--- src/rtl/sfpi_consts.vh ---
`ifndef SFPI_CONSTS_VH
`define SFPI_CONSTS_VH
// =====================================================================
// Link pin levels and byte layout.
// =====================================================================
// Bytes travel most significant bit first.
`define SFPI_BYTE_W 8
// Bit counter value at a byte boundary.
`define SFPI_BIT_CNT_RST 3'h0
// Last bit index of a byte.
`define SFPI_BIT_LAST 3'h7
// Default depth of the inbound byte FIFO.
`define SFPI_FIFO_DEPTH 16
// Idle output level of the serial output register after reset.
`define SFPI_OUT_RST 1'h0
// Lane width codes for the transfer mode input.
`define SFPI_MODE_SINGLE 2'h0
`define SFPI_MODE_DUAL_OUT 2'h1
`define SFPI_MODE_DUAL_IN 2'h2
`endif

--- src/rtl/sfpi_fifo.v ---
`timescale 1ns/1ps
// =====================================================================
// Small synchronous FIFO with valid/ready on both sides.
// =====================================================================
module sfpi_fifo #(
    parameter WIDTH = 8,
    parameter DEPTH = 16,
    parameter AW = 4
) (
    input wire i_clk,
    input wire i_rst_n,
    input wire i_wr_valid,
    output wire o_wr_ready,
    input wire [WIDTH-1:0] i_wr_data,
    output wire o_rd_valid,
    input wire i_rd_ready,
    output reg [WIDTH-1:0] o_rd_data
);
    // Storage array; read data come out of a register.
    reg [WIDTH-1:0] mem_q [0:DEPTH-1];
    // Pointers and occupancy count.
    reg [AW-1:0] wr_ptr_q;
    reg [AW-1:0] rd_ptr_q;
    reg [AW:0] count_q;
    // Output register holds a word.
    reg out_valid_q;
    wire do_wr;
    wire do_rd;
    wire load_out;

    assign o_wr_ready = (count_q != DEPTH[AW:0]);
    assign do_wr = i_wr_valid && o_wr_ready;
    // Refill the output register when it is empty or being drained.
    assign load_out = (count_q != {(AW+1){1'b0}}) &&
                      (!out_valid_q || i_rd_ready);
    assign do_rd = load_out;
    assign o_rd_valid = out_valid_q;

    // Array write; no reset needed on data storage.
    always @(posedge i_clk) begin
        if (do_wr) begin
            mem_q[wr_ptr_q] <= i_wr_data;
        end
    end

    // Pointer, count and output register updates.
    always @(posedge i_clk or negedge i_rst_n) begin
        if (!i_rst_n) begin
            wr_ptr_q <= {AW{1'b0}};
            rd_ptr_q <= {AW{1'b0}};
            count_q <= {(AW+1){1'b0}};
            out_valid_q <= 1'b0;
            o_rd_data <= {WIDTH{1'b0}};
        end else begin
            if (do_wr) begin
                wr_ptr_q <= wr_ptr_q + {{(AW-1){1'b0}}, 1'b1};
            end
            if (do_rd) begin
                rd_ptr_q <= rd_ptr_q + {{(AW-1){1'b0}}, 1'b1};
                o_rd_data <= mem_q[rd_ptr_q];
                out_valid_q <= 1'b1;
            end else if (i_rd_ready) begin
                out_valid_q <= 1'b0;
            end
            case ({do_wr, do_rd})
                2'b10: count_q <= count_q + {{AW{1'b0}}, 1'b1};
                2'b01: count_q <= count_q - {{AW{1'b0}}, 1'b1};
                default: count_q <= count_q;
            endcase
        end
    end
endmodule // sfpi_fifo

--- src/rtl/sfpi_link.v ---
`timescale 1ns/1ps
`include "sfpi_consts.vh"
// Contract
// - Works in clock mode 0 and 3.
// - Deselect: standby, serial output tristated.
// - Deselected: serial input ignored entirely.
// - Standby waits for internal operation completion.
// - Input bits sampled on rising clock.
// - Output bits updated on falling clock; mode 0 drives the first bit at frame start.
// - Input on single lane unless dual command.
// - Dual read drives two bits per fall.
// - Dual program samples two bits per rise.
// - Hold freezes clock, input; output tristated.
module sfpi_link #(
    parameter FIFO_DEPTH = `SFPI_FIFO_DEPTH,
    parameter FIFO_AW = 4
) (
    input wire i_core_clk,
    input wire i_resetn,
    // Link pins from the host.
    input wire i_sel_n,
    input wire i_sclk,
    input wire i_hold_n,
    input wire i_lane0_in,
    output reg o_lane0_out,
    output reg o_lane0_oe,
    input wire i_lane1_in,
    output reg o_lane1_out,
    output reg o_lane1_oe,
    // Transfer mode chosen by the command decoder.
    input wire [1:0] i_mode,
    // Internal self-timed operation in progress.
    input wire i_busy,
    // Received bytes towards the core.
    output reg o_rx_valid,
    input wire i_rx_ready,
    output reg [7:0] o_rx_data,
    // Transmit byte supply from the core.
    input wire [7:0] i_tx_data,
    output reg o_tx_take,
    // Frame status towards the core.
    output reg o_frame_start,
    output reg o_frame_end,
    output reg o_standby,
    output reg o_overflow
);
    // =================================================================
    // Reset release and pin synchronisers
    // =================================================================
    // Reset is released through two flops.
    reg rst_m_q;
    reg rst_q;
    always @(posedge i_core_clk or negedge i_resetn) begin
        if (!i_resetn) begin
            rst_m_q <= 1'b0;
            rst_q <= 1'b0;
        end else begin
            rst_m_q <= 1'b1;
            rst_q <= rst_m_q;
        end
    end

    // First and second stages for each pin; first stage read only here.
    reg [4:0] pin_m_q;
    reg [4:0] pin_s_q;
    // Delayed copy of the synchronised pins for edge detection.
    reg [4:0] pin_p_q;
    always @(posedge i_core_clk or negedge rst_q) begin
        if (!rst_q) begin
            pin_m_q <= 5'h07;
            pin_s_q <= 5'h07;
            pin_p_q <= 5'h07;
        end else begin
            pin_m_q <= {i_lane1_in, i_lane0_in, i_hold_n, i_sclk, i_sel_n};
            pin_s_q <= pin_m_q;
            pin_p_q <= pin_s_q;
        end
    end

    // Named synchronised levels.
    wire sel_n = pin_s_q[0];
    wire sclk = pin_s_q[1];
    wire hold_n = pin_s_q[2];
    wire lane0 = pin_s_q[3];
    wire lane1 = pin_s_q[4];
    // Selected and not on hold; the clock matters only then.
    wire active = !sel_n && hold_n;
    // Edges are taken from synced copies, so either idle level works.
    wire rise = active && sclk && !pin_p_q[1];
    wire fall = active && !sclk && pin_p_q[1];
    wire sel_fall = !sel_n && pin_p_q[0];
    wire sel_rise = sel_n && !pin_p_q[0];

    // =================================================================
    // Receive shifter
    // =================================================================
    // Bit count within the current byte and the shift register.
    reg [2:0] bit_q;
    reg [7:0] shift_q;
    reg [7:0] rx_byte_q;
    reg rx_push_q;
    wire fifo_ready;
    wire dual_in = (i_mode == `SFPI_MODE_DUAL_IN);
    wire [7:0] sh_one = {shift_q[6:0], lane0};
    wire [7:0] sh_two = {shift_q[5:0], lane1, lane0};
    // Byte closes after 8 single or 4 dual samples.
    wire byte_done = dual_in ? (bit_q[1:0] == 2'h3)
                             : (bit_q == `SFPI_BIT_LAST);

    // Sampling on rising clock edges, MSB first.
    always @(posedge i_core_clk or negedge rst_q) begin
        if (!rst_q) begin
            bit_q <= `SFPI_BIT_CNT_RST;
            shift_q <= 8'h00;
            rx_byte_q <= 8'h00;
            rx_push_q <= 1'b0;
            o_overflow <= 1'b0;
        end else begin
            rx_push_q <= 1'b0;
            if (sel_fall || sel_n) begin
                // Frame edges realign to a byte boundary.
                bit_q <= `SFPI_BIT_CNT_RST;
            end else if (rise && i_mode != `SFPI_MODE_DUAL_OUT) begin
                if (dual_in) begin
                    shift_q <= sh_two;
                end else begin
                    shift_q <= sh_one;
                end
                bit_q <= bit_q + 3'h1;
                if (byte_done) begin
                    bit_q <= `SFPI_BIT_CNT_RST;
                    rx_byte_q <= dual_in ? sh_two : sh_one;
                    rx_push_q <= 1'b1;
                    // Byte lost when the core stalls too long.
                    if (!fifo_ready) begin
                        o_overflow <= 1'b1;
                    end
                end
            end
            if (sel_fall) begin
                o_overflow <= 1'b0;
            end
        end
    end

    // Received bytes buffer; the core may stall the drain side.
    wire fifo_valid;
    wire [7:0] fifo_data;
    sfpi_fifo #(
        .WIDTH(`SFPI_BYTE_W),
        .DEPTH(FIFO_DEPTH),
        .AW(FIFO_AW)
    ) u_fifo (
        .i_clk(i_core_clk),
        .i_rst_n(rst_q),
        .i_wr_valid(rx_push_q),
        .o_wr_ready(fifo_ready),
        .i_wr_data(rx_byte_q),
        .o_rd_valid(fifo_valid),
        .i_rd_ready(i_rx_ready && !o_rx_valid),
        .o_rd_data(fifo_data)
    );

    // Output stage registered so every port is a flop.
    always @(posedge i_core_clk or negedge rst_q) begin
        if (!rst_q) begin
            o_rx_valid <= 1'b0;
            o_rx_data <= 8'h00;
        end else if (o_rx_valid) begin
            o_rx_valid <= 1'b0;
        end else if (fifo_valid && i_rx_ready) begin
            o_rx_valid <= 1'b1;
            o_rx_data <= fifo_data;
        end
    end

    // =================================================================
    // Transmit shifter
    // =================================================================
    reg [7:0] tx_q;
    reg [2:0] tx_bit_q;
    wire dual_out = (i_mode == `SFPI_MODE_DUAL_OUT);

    // Drive on falling clock edges; the byte is fetched at its first bit.
    // In mode 0 no fall comes before the first rise, so the frame start
    // stands in for that fall; otherwise every byte would leave one bit
    // late and a mode 0 host would read shifted data.
    always @(posedge i_core_clk or negedge rst_q) begin
        if (!rst_q) begin
            tx_q <= 8'h00;
            tx_bit_q <= `SFPI_BIT_CNT_RST;
            o_tx_take <= 1'b0;
            o_lane0_out <= `SFPI_OUT_RST;
            o_lane1_out <= `SFPI_OUT_RST;
        end else begin
            o_tx_take <= 1'b0;
            if (sel_n) begin
                tx_bit_q <= `SFPI_BIT_CNT_RST;
            end else if (fall || (sel_fall && !sclk)) begin
                if (tx_bit_q == `SFPI_BIT_CNT_RST) begin
                    o_tx_take <= 1'b1;
                    if (dual_out) begin
                        // Two bits per falling edge, lane1 carries MSB.
                        o_lane1_out <= i_tx_data[7];
                        o_lane0_out <= i_tx_data[6];
                        tx_q <= {i_tx_data[5:0], 2'h0};
                    end else begin
                        o_lane1_out <= i_tx_data[7];
                        tx_q <= {i_tx_data[6:0], 1'h0};
                    end
                end else if (dual_out) begin
                    o_lane1_out <= tx_q[7];
                    o_lane0_out <= tx_q[6];
                    tx_q <= {tx_q[5:0], 2'h0};
                end else begin
                    o_lane1_out <= tx_q[7];
                    tx_q <= {tx_q[6:0], 1'h0};
                end
                if (dual_out) begin
                    tx_bit_q <= (tx_bit_q == 3'h3) ? `SFPI_BIT_CNT_RST
                                                   : tx_bit_q + 3'h1;
                end else begin
                    tx_bit_q <= tx_bit_q + 3'h1;
                end
            end
        end
    end

    // =================================================================
    // Output enables, frame status and standby
    // =================================================================
    // Enables drop while deselected or on hold; lane0 drives in dual read.
    always @(posedge i_core_clk or negedge rst_q) begin
        if (!rst_q) begin
            o_lane0_oe <= 1'b0;
            o_lane1_oe <= 1'b0;
            o_frame_start <= 1'b0;
            o_frame_end <= 1'b0;
            o_standby <= 1'b1;
        end else begin
            o_lane1_oe <= active && !dual_in;
            o_lane0_oe <= active && dual_out;
            o_frame_start <= sel_fall;
            o_frame_end <= sel_rise;
            // Standby only once deselected and nothing is running.
            o_standby <= sel_n && !i_busy;
        end
    end
endmodule // sfpi_link

--- config.mk ---
export PLATFORM = sky130hd
export DESIGN_NAME = sfpi_link
export DESIGN_NICKNAME = d
export VERILOG_FILES = /design/src/rtl/sfpi_fifo.v /design/src/rtl/sfpi_link.v
export VERILOG_INCLUDE_DIRS = /design/src /design/src/rtl
export SDC_FILE = /design/constraint.sdc
export NUM_CORES = 1
export LEC_CHECK = 0
export BUFFER_PORTS_ARGS = -buffer_cell sky130_fd_sc_hd__buf_2
export CAP_MARGIN = 25
export CORE_ASPECT_RATIO = 2
export CORE_MARGIN = 1
export CORE_UTILIZATION = 40
export DETAILED_ROUTE_END_ITERATION = 8
export PLACE_DENSITY = 0.65
export RECOVER_POWER = 100
export SLEW_MARGIN = 40
export SYNTH_ARGS = -nofsm -noshare
export SYNTH_HDL_FRONTEND = slang
export SYNTH_SLANG_ARGS = --single-unit
--- constraint.sdc ---
create_clock -name i_core_clk -period 2.6 [get_ports i_core_clk]
set_input_delay 0.52 -clock i_core_clk [delete_from_list [all_inputs] [get_ports i_core_clk]]
set_output_delay 0.52 -clock i_core_clk [all_outputs]
set_load 0.01 [all_outputs]
==> Word-level counts from Yosys, hierarchy flattened <==
Memory sizes are Yosys's and may differ from the RTL's. A register that Yosys moved wholly into a read port is not among the register bits.
Index checks and enable logic that the tools add are counted.
Widths: inputs -> output; s select.
{ "op_classes": {"add_sub_neg": 6, "n_eq_ne": 11, "mux": 34, "bitwise": 3, "reduce_logical": 42} }
{ "ops": {"columns": ["cell", "count"], "rows": [
  ["$mux 8", 4],
  ["$mux 1", 22],
  ["$mux 3", 7],
  ["$logic_and 1x1->1", 16],
  ["$reduce_bool 2->1", 6],
  ["$pmux 5 s2", 1],
  ["$logic_not 1->1", 9],
  ["$add 4x1->4 const B", 2],
  ["$add 3x1->3 const B", 2],
  ["$eq 2x2->1 const B", 3],
  ["$reduce_and 2->1", 3],
  ["$reduce_and 3->1", 2],
  ["$add 5x1->5 const B", 1],
  ["$ne 5x5->1 const B", 1],
  ["$reduce_bool 5->1", 1],
  ["$sub 5x1->5 const B", 1],
  ["$eq 2x1->1 const B", 2],
  ["$ne 2x2->1 const B", 2],
  ["$reduce_and 4->1", 1],
  ["$eq 3x2->1 const B", 1],
  ["$eq 3x3->1 const B", 1],
  ["$logic_not 3->1", 1],
  ["$logic_or 1x1->1", 3],
  ["$not 1->1", 3],
  ["$ne 2x1->1 const B", 1]
]} }
{ "totals": {"reg_bits": 76, "ramBits": 128, "inputBits": 19, "elab_cells": 123, "memories": 1} }
{ "memory_table": {"columns": ["memory", "words", "width", "read_ports", "rd_ports_with_merged_regs", "wr", "line", "rtl"], "rows": [
  ["u_fifo.mem_q", 16, 8, 1, 1, 1, "sfpi_fifo.v:20", "reg [WIDTH-1:0] mem_q [0:DEPTH-1];"]
]} }

==> Logic depth before layout (Yosys ltp) <==
Gate-level depths: netlist of the first run.
{ "depth": {"depth_word": 8, "mapped_depth": 12, "depth_no_buf": 10} }

==> Cells and area by module <==
From an unflattened synthesis of the first run, not the netlist that was laid out.
{ "unflattened": {"hier_cells": 517, "area_unflattened_um2": 8540.7} }
{ "by_module_without_submodules": {"columns": ["module", "n_inst", "cells_each", "area_per_inst_um2", "seq_area_each_um2"], "rows": [
  ["sfpi_fifo", 1, 317, 6057.1, 4394.2],
  ["sfpi_link", 1, 200, 2483.6, 1537.7]
]} }

==> Worst setup path before layout of the first run <==
OpenSTA, ideal clock, no wires.
{ "synth_timing": {"kind": "reg-to-reg", "startpoint": "reg u_fifo.count_q[1]", "endpoint": "reg u_fifo.count_q[4]", "t_arrival_ns": 2.732, "required_time_ns": 2.521, "path_slack_ns": -0.211, "path_stages_with_launch": 13, "path_buffers": 2, "period_less_slack_ns": 2.811, "cell_sequence": "dfrtp_1 -> buf_2 -> or4_4 -> o2bb2ai_4 -> inv_2 -> ha_1 -> clkbuf_1 -> xor2_1 -> ha_1 -> o21a_1 -> o21a_1 -> o32ai_1 -> xor2_1"} }
{ "synth_via": {"elab_chain_cells": 4} }
{ "synth_rtl": {"columns": ["item", "line", "rtl"], "rows": [
  ["start, declared", "sfpi_fifo.v:24", "reg [AW:0] count_q;"],
  ["start signal, assigned", "sfpi_fifo.v:51", "count_q <= {(AW+1){1'b0}};"],
  ["start signal, assigned", "sfpi_fifo.v:66", "2'b10: count_q <= count_q + {{AW{1'b0}}, 1'b1};"],
  ["start signal, assigned", "sfpi_fifo.v:67", "2'b01: count_q <= count_q - {{AW{1'b0}}, 1'b1};"],
  ["$reduce_bool 5->1 *", "sfpi_fifo.v:34", "assign load_out = (count_q != {(AW+1){1'b0}}) &&"],
  ["$logic_and 1x1->1 *", "sfpi_fifo.v:34", null],
  ["named net u_fifo.do_rd", "sfpi_fifo.v:28", "wire do_rd;"],
  ["$eq 2x1->1 / $eq 2x2->1 (equally long branches)", "sfpi_fifo.v:65", "case ({do_wr, do_rd})"],
  ["$pmux 5 s2 / $reduce_bool 2->1 (equally long branches)", null, null]
]} }
The timed path passes the listed nets; every way through them passes the cells marked *.
A chain may end at the register's enable or synchronous reset.

==> Worst setup path after layout of the first run <==
Same ends and word-level chain as after synthesis.

==> results of run 1 <==
==> cell usage after synthesis (9+ instances only) <==
master      n  area, µm²
a211o_1     9       78.8
a21oi_1    12       60.1
clkbuf_1   10       37.5
dfrtp_1    74       1850
dfstp_2     9        236
edfxtp_1  128       3840
ha_1       13        163
inv_1      13       48.8
mux2_2     10        113
mux2i_1    30        300
mux4_2     24        541
nand2_1    48        180
nor2_1     21       78.8
nor2b_1    13       81.3
==> layer usage <==
| layer | up-vias | GRT usage | wire, µm |
|---|---|---|---|
| met5 | - | 0 | 0 |
| met4 | 0 | 0.0943 | 915 |
| met3 | 45 | 0.0186 | 496 |
| met2 | 99 | 0.305 | 9280 |
| met1 | 2285 | 0.155 | 5660 |
| li1 | 2101 | - | - |
==> what timing repair did <==
item / in CTS / in global routing
setup buffers: 0 / 1
endpoints found under the hold margin: 2 / 0
hold buffers: 1 / 0
endpoints found under the setup margin: 0 / 3
resized for setup: 0 / 4
==> power by group through the flow <==
stage                     clock network [mW]  logic, mW  registers, mW
after detailed placement                   0      0.380           3.74
after global routing                    2.89      0.414           3.68
after CTS                               2.78      0.382           3.67
final                                   2.69      0.372           3.67
after global placement                     0      0.345           3.74
after floorplan                            0      0.274           3.73
==> final cells by class <==
class	count	area [µm²]	share of cell area
Multi-Input combinational cell	274	2500	0.256
Inverter	15	56.3	0.00575
Sequential cell	211	5930	0.606
Timing Repair Buffer	69	350	0.0358
Clock inverter	12	75.1	0.00767
Clock buffer	24	537	0.0548
Tap cell	269	337	0.0344
==> critical path: cells and delay by family, from the launching register on <==
kind / cells / cell delay [ns]
AOI/OAI and AO/OA: 3 / 0.66
xor gates and xnor gates: 2 / 0.30
adders and majority gates: 2 / 0.41
DFF: 1 / 0.42
buffers and inverters: 1 / 0.09
and+or+nand+nor: 1 / 0.52
==> state kept, by name, summed over array words and instances, names as in the netlist, 5 cells and up <==
signal	count
o_rx_data	8
pin_m_q	5
pin_s_q	5
rx_byte_q	8
shift_q	7
tx_q	7
u_fifo.count_q	5
u_fifo.mem_q	128
u_fifo.o_rd_data	8
==> kinds of logic after synthesis <==
logic type | count (synthesis) | synth area share
adder cells (fa/ha/maj) | 13 | 0.0189
other | 1 | 0.000435
buffers and inverters | 44 | 0.0267
XOR/XNOR | 12 | 0.0122
AO/OA/AOI/OAI | 57 | 0.0487
AND/OR/NAND/NOR | 116 | 0.0652
multiplexers | 75 | 0.139
flip-flops | 211 | 0.689
==> final timing paths <==
| kind | from | to | slack [ns] |
|---|---|---|---|
| worst max-delay path | u_fifo.count_q[1] | u_fifo.count_q[4] | 0.08 |
| worst min-delay path | i_hold_n | pin_m_q[2] | 0.12 |
| worst max register to register | u_fifo.count_q[1] | u_fifo.count_q[4] | 0.08 |
| worst min register to register | pin_m_q[4] | pin_s_q[4] | 0.35 |
| max in group asynchronous | rst_q | pin_m_q[3] | 0.65 |
| min in group asynchronous | i_resetn | rst_m_q | 0.34 |
==> flow_summary.json, run 1 <==
{
  "synth_flop_cell": "edfxtp_1",
  "final_util": 0.466,
  "finClkSkew_ns": 0.0159,
  "worstMarginPinSlew_ns": 1.37,
  "start_util": 0.410,
  "viasPerCell": 5.18,
  "async_flop_share": 0.393,
  "synth_seq_area_share": 0.689,
  "arrival_ns": 2.90,
  "tritoncts": "built",
  "place_area_um2": 9260,
  "final_area_um2": 9790,
  "maxSlewViolCount": 0,
  "finalPower_mw": 6.73,
  "clkTransAtPathRegs_ns": 0.07,
  "gr-usage-all-layers": 0.157,
  "root_buffer": "clkbuf_16",
  "ys_types": 55,
  "hold_viol": 0,
  "antenna_found_initial": 0,
  "ir_worst_vdd_uv": 516,
  "worstPathCellList": "or4_4, o2bb2ai_4, inv_2, ha_4, xor2_1, ha_1, a31oi_1, o32ai_4, xor2_1",
  "setup_viol": 0,
  "switching_share": 0.217,
  "ys_warn_count": 0,
  "crit_path_max_incr_delay_ns": 0.52,
  "slew_headroom": 0.0866,
  "fin_tns_setup_ns": 0,
  "grt_pass1_vias": 5025,
  "outcome": "completed",
  "crit_type": "register to register",
  "pre_cts_ws_ns": 0.0959,
  "drtPass1Iterations": 4,
  "cts_buffer_depth": 3,
  "io_buffers": 36,
  "rows": 75,
  "ys_ff_latch": 211,
  "cp_data_required_time_ns": 2.98,
  "grt_overflow": 0,
  "cts_made_buffers": 20,
  "diodes": 0,
  "dp.cells": 836,
  "die_width_um": 106,
  "postSynthAreaPerCell_um2": 16.3,
  "min_path_cells": 1,
  "fill_cells": 1865,
  "wirelength_um": 16400,
  "hold_ws_ns": 0.119,
  "pwr-share-clk": 0.400,
  "cts.sinks": 211,
  "timing.critical_path.slowest_stage_cell": "or4_4",
  "fin_cells": 874,
  "die_h_um": 210,
  "path_max_fanout": 8,
  "synthCells": 529,
  "final.period_utilization": 0.970,
  "postRouteAntennaNets": 0,
  "dieArea_um2": 22200,
  "grt_max_degree": 44,
  "p_comb_frac": 0.055,
  "p_leak_nw": 4.03,
  "crit_top_cell": "xor2_1",
  "mostFrequentLayoutCell": "edfxtp_1",
  "io_pins": 37,
  "drive_gt1_frac": 0.192,
  "drc": 0,
  "dp_hpwl_um": 11500,
  "synth_edf_count": 128,
  "grt_pass1_wl_um": 26600,
  "hold_path_class": "input port to register",
  "critPathLaunchType": "register",
  "max_freq_mhz": 396,
  "vias": 4530,
  "clk_latency_ns": 0.50,
  "place_congestion": 0.791,
  "final_nets": 623,
  "wl_per_cell_um": 18.7,
  "final_cell_mix": "edfxtp_1 (128), dfrtp_1 (73), nand2_1 (48)",
  "core_um2": 21000,
  "period_needed_ns": 2.52,
  "end_kind": "register",
  "syn_to_final_growth_pct": 13.7,
  "p_switching_mw": 1.46,
  "maxCapViolCount": 0,
  "worst_slack_ns": 0.0770,
  "seq_power_share": 0.545,
  "syn_nets": 561,
  "drt_iter0_markers": 276,
  "syn_area_um2": 8610,
  "power.density_nw_per_um2": 687,
  "worst-r2r-cell-count": 9,
  "p_int_mw": 5.27,
  "htreeDepth": 1
}
Note: power is estimated with default switching activity, not from simulation.
==> inputs of run 2 (changes only) <==
- PLACE_DENSITY: 0.65 -> 0.63
- clock period: 2.6 -> 3.2 ns (I/O delays scaled with it)
==> flow_summary.json, run 2 (synthesized netlist as in run 1, its figures left out) <==
{
  "wirelength_um": 17000,
  "max_freq_mhz": 338,
  "postRouteAntennaNets": 0,
  "antenna_found_initial": 0,
  "ir_worst_vdd_uv": 564,
  "outcome": "complete, but fails checks",
  "grt_overflow": 0,
  "top_register": "u_fifo.mem_q",
  "p_switching_mw": 1.16,
  "io_pins": 37,
  "pre_cts_ws_ns": 0.324,
  "pwr-share-clk": 0.407,
  "postCtsSetupRepairBufs": 0,
  "grt_pass1_wl_um": 27000,
  "grt_max_degree": 45,
  "place_congestion": 0.757,
  "p_int_mw": 4.34,
  "fin_tns_setup_ns": 0,
  "dp_hpwl_um": 11900,
  "final_cell_mix": "edfxtp_1 (128), dfrtp_1 (73), nand2_1 (48)",
  "start_util": 0.410,
  "wl_per_cell_um": 19.6,
  "rsz0062_at_grt": "no",
  "arrival_ns": 3.37,
  "period_needed_ns": 2.95,
  "final_area_um2": 9650,
  "vias": 4540,
  "end_kind": "register",
  "cp_data_required_time_ns": 3.62,
  "dp.cells": 832,
  "p_comb_frac": 0.050,
  "hold_viol": 0,
  "htreeDepth": 1,
  "syn_to_final_growth_pct": 12.1,
  "seq_power_share": 0.543,
  "timing.critical_path.slowest_stage_cell": "or4_1",
  "path_max_fanout": 8,
  "root_buffer": "clkbuf_16",
  "viasPerCell": 5.24,
  "worstPathCellList": "or4_1, o2bb2ai_1, inv_1, ha_1, xor2_1, ha_1, o21a_1, o21a_1, o32ai_1, xor2_1",
  "die_width_um": 106,
  "drc": 0,
  "maxSlewViolCount": 39,
  "crit_path_max_incr_delay_ns": 0.58,
  "core_um2": 21000,
  "finClkSkew_ns": 0.00838,
  "gr-usage-all-layers": 0.164,
  "mostFrequentLayoutCell": "edfxtp_1",
  "worst_slack_ns": 0.245,
  "cts_made_buffers": 19,
  "critPathLaunchType": "register",
  "hold_path_class": "input port to register",
  "dieArea_um2": 22200,
  "rows": 75,
  "die_h_um": 210,
  "maxCapViolCount": 1,
  "worstMarginPinSlew_ns": 1.54,
  "final.period_utilization": 0.923,
  "largest_reg_flops": 128,
  "cts.sinks": 211,
  "grt_pass1_vias": 4955,
  "p_leak_nw": 4.00,
  "power.density_nw_per_um2": 570,
  "tritoncts": "built",
  "slew_headroom": -0.0240,
  "cts_buffer_depth": 3,
  "place_area_um2": 9180,
  "clk_latency_ns": 0.49,
  "crit_type": "register to register",
  "diodes": 0,
  "setup_viol": 0,
  "switching_share": 0.211,
  "clkTransAtPathRegs_ns": 0.07,
  "io_buffers": 36,
  "final_nets": 617,
  "fin_cells": 866,
  "violations": "capacitance limit, slew limit",
  "drtPass1Iterations": 4,
  "drive_gt1_frac": 0.162,
  "drt_iter0_markers": 199
}
-- run 2: cell type report --
type                    count  area, µm²
clock buffers              27        549
clock inverters             6       58.8
fillers                  1892      11400
inverters                  15       56.3
multi-input cells         274       2430
flip-flops and latches    211       5930
well taps                 269        337
repair buffers             64        293
-- run 2: what timing repair did --
item,4_1_cts,5_1_grt
gates resized for setup,0,0
hold endpoints to repair,2,0
hold buffers,1,0
-- run 2: power by group through the flow --
stage	registers (mW)	logic, mW	clock network, mW
global route	3.00	0.304	2.40
finish	2.99	0.273	2.24
floorplan	3.03	0.217	0
CTS	2.99	0.291	2.31
global placement	3.05	0.262	0
detailed placement	3.05	0.289	0
-- run 2: per-layer routing --
metal / global-route usage / vias to the layer above / wire, µm
li1: - / 2085 / -
met1: 0.160 / 2308 / 5700
met2: 0.316 / 98 / 9740
met3: 0.0199 / 49 / 564
met4: 0.102 / 0 / 988
met5: 0 / - / 0
-- run 2: path summary, 6_finish.rpt --
path / depth (start not counted) / slack, ns / from / end
worst max-delay path: 10 / 0.25 / u_fifo.count_q[1] / u_fifo.count_q[4]
worst min-delay path: 1 / 0.24 / i_sel_n / pin_m_q[0]
max in group asynchronous: 1 / 0.78 / rst_q / rx_byte_q[2]
worst max register to register: 10 / 0.25 / u_fifo.count_q[1] / u_fifo.count_q[4]
min in group asynchronous: 2 / 0.46 / i_resetn / rst_m_q
worst min register to register: 0 / 0.35 / pin_m_q[4] / pin_s_q[4]
-- run 2: critical path, delay by kind of cell (launching register included) --
kind	cells	cell delay, ns
AOI/OAI and AO/OA	4	0.74
adders and majority gates	2	0.59
and+or+nand+nor	1	0.58
DFF	1	0.46
xor gates and xnor gates	2	0.38
buffers and inverters	1	0.14
-- run 2: stage by stage --
| step | util | hold slack [ns] | total power [mW] |
|---|---|---|---|
| 3_5_place_dp | 0.437 | 0.331 | 3.34 |
| 5_1_grt | 0.459 | 0.222 | 5.71 |
| 6_report | 0.459 | 0.242 | 5.51 |
| 3_3_place_gp | 0.436 | 0.335 | 3.32 |
| 2_1_floorplan | - | 0.331 | 3.25 |
| 4_1_cts | 0.466 | 0.224 | 5.59 |
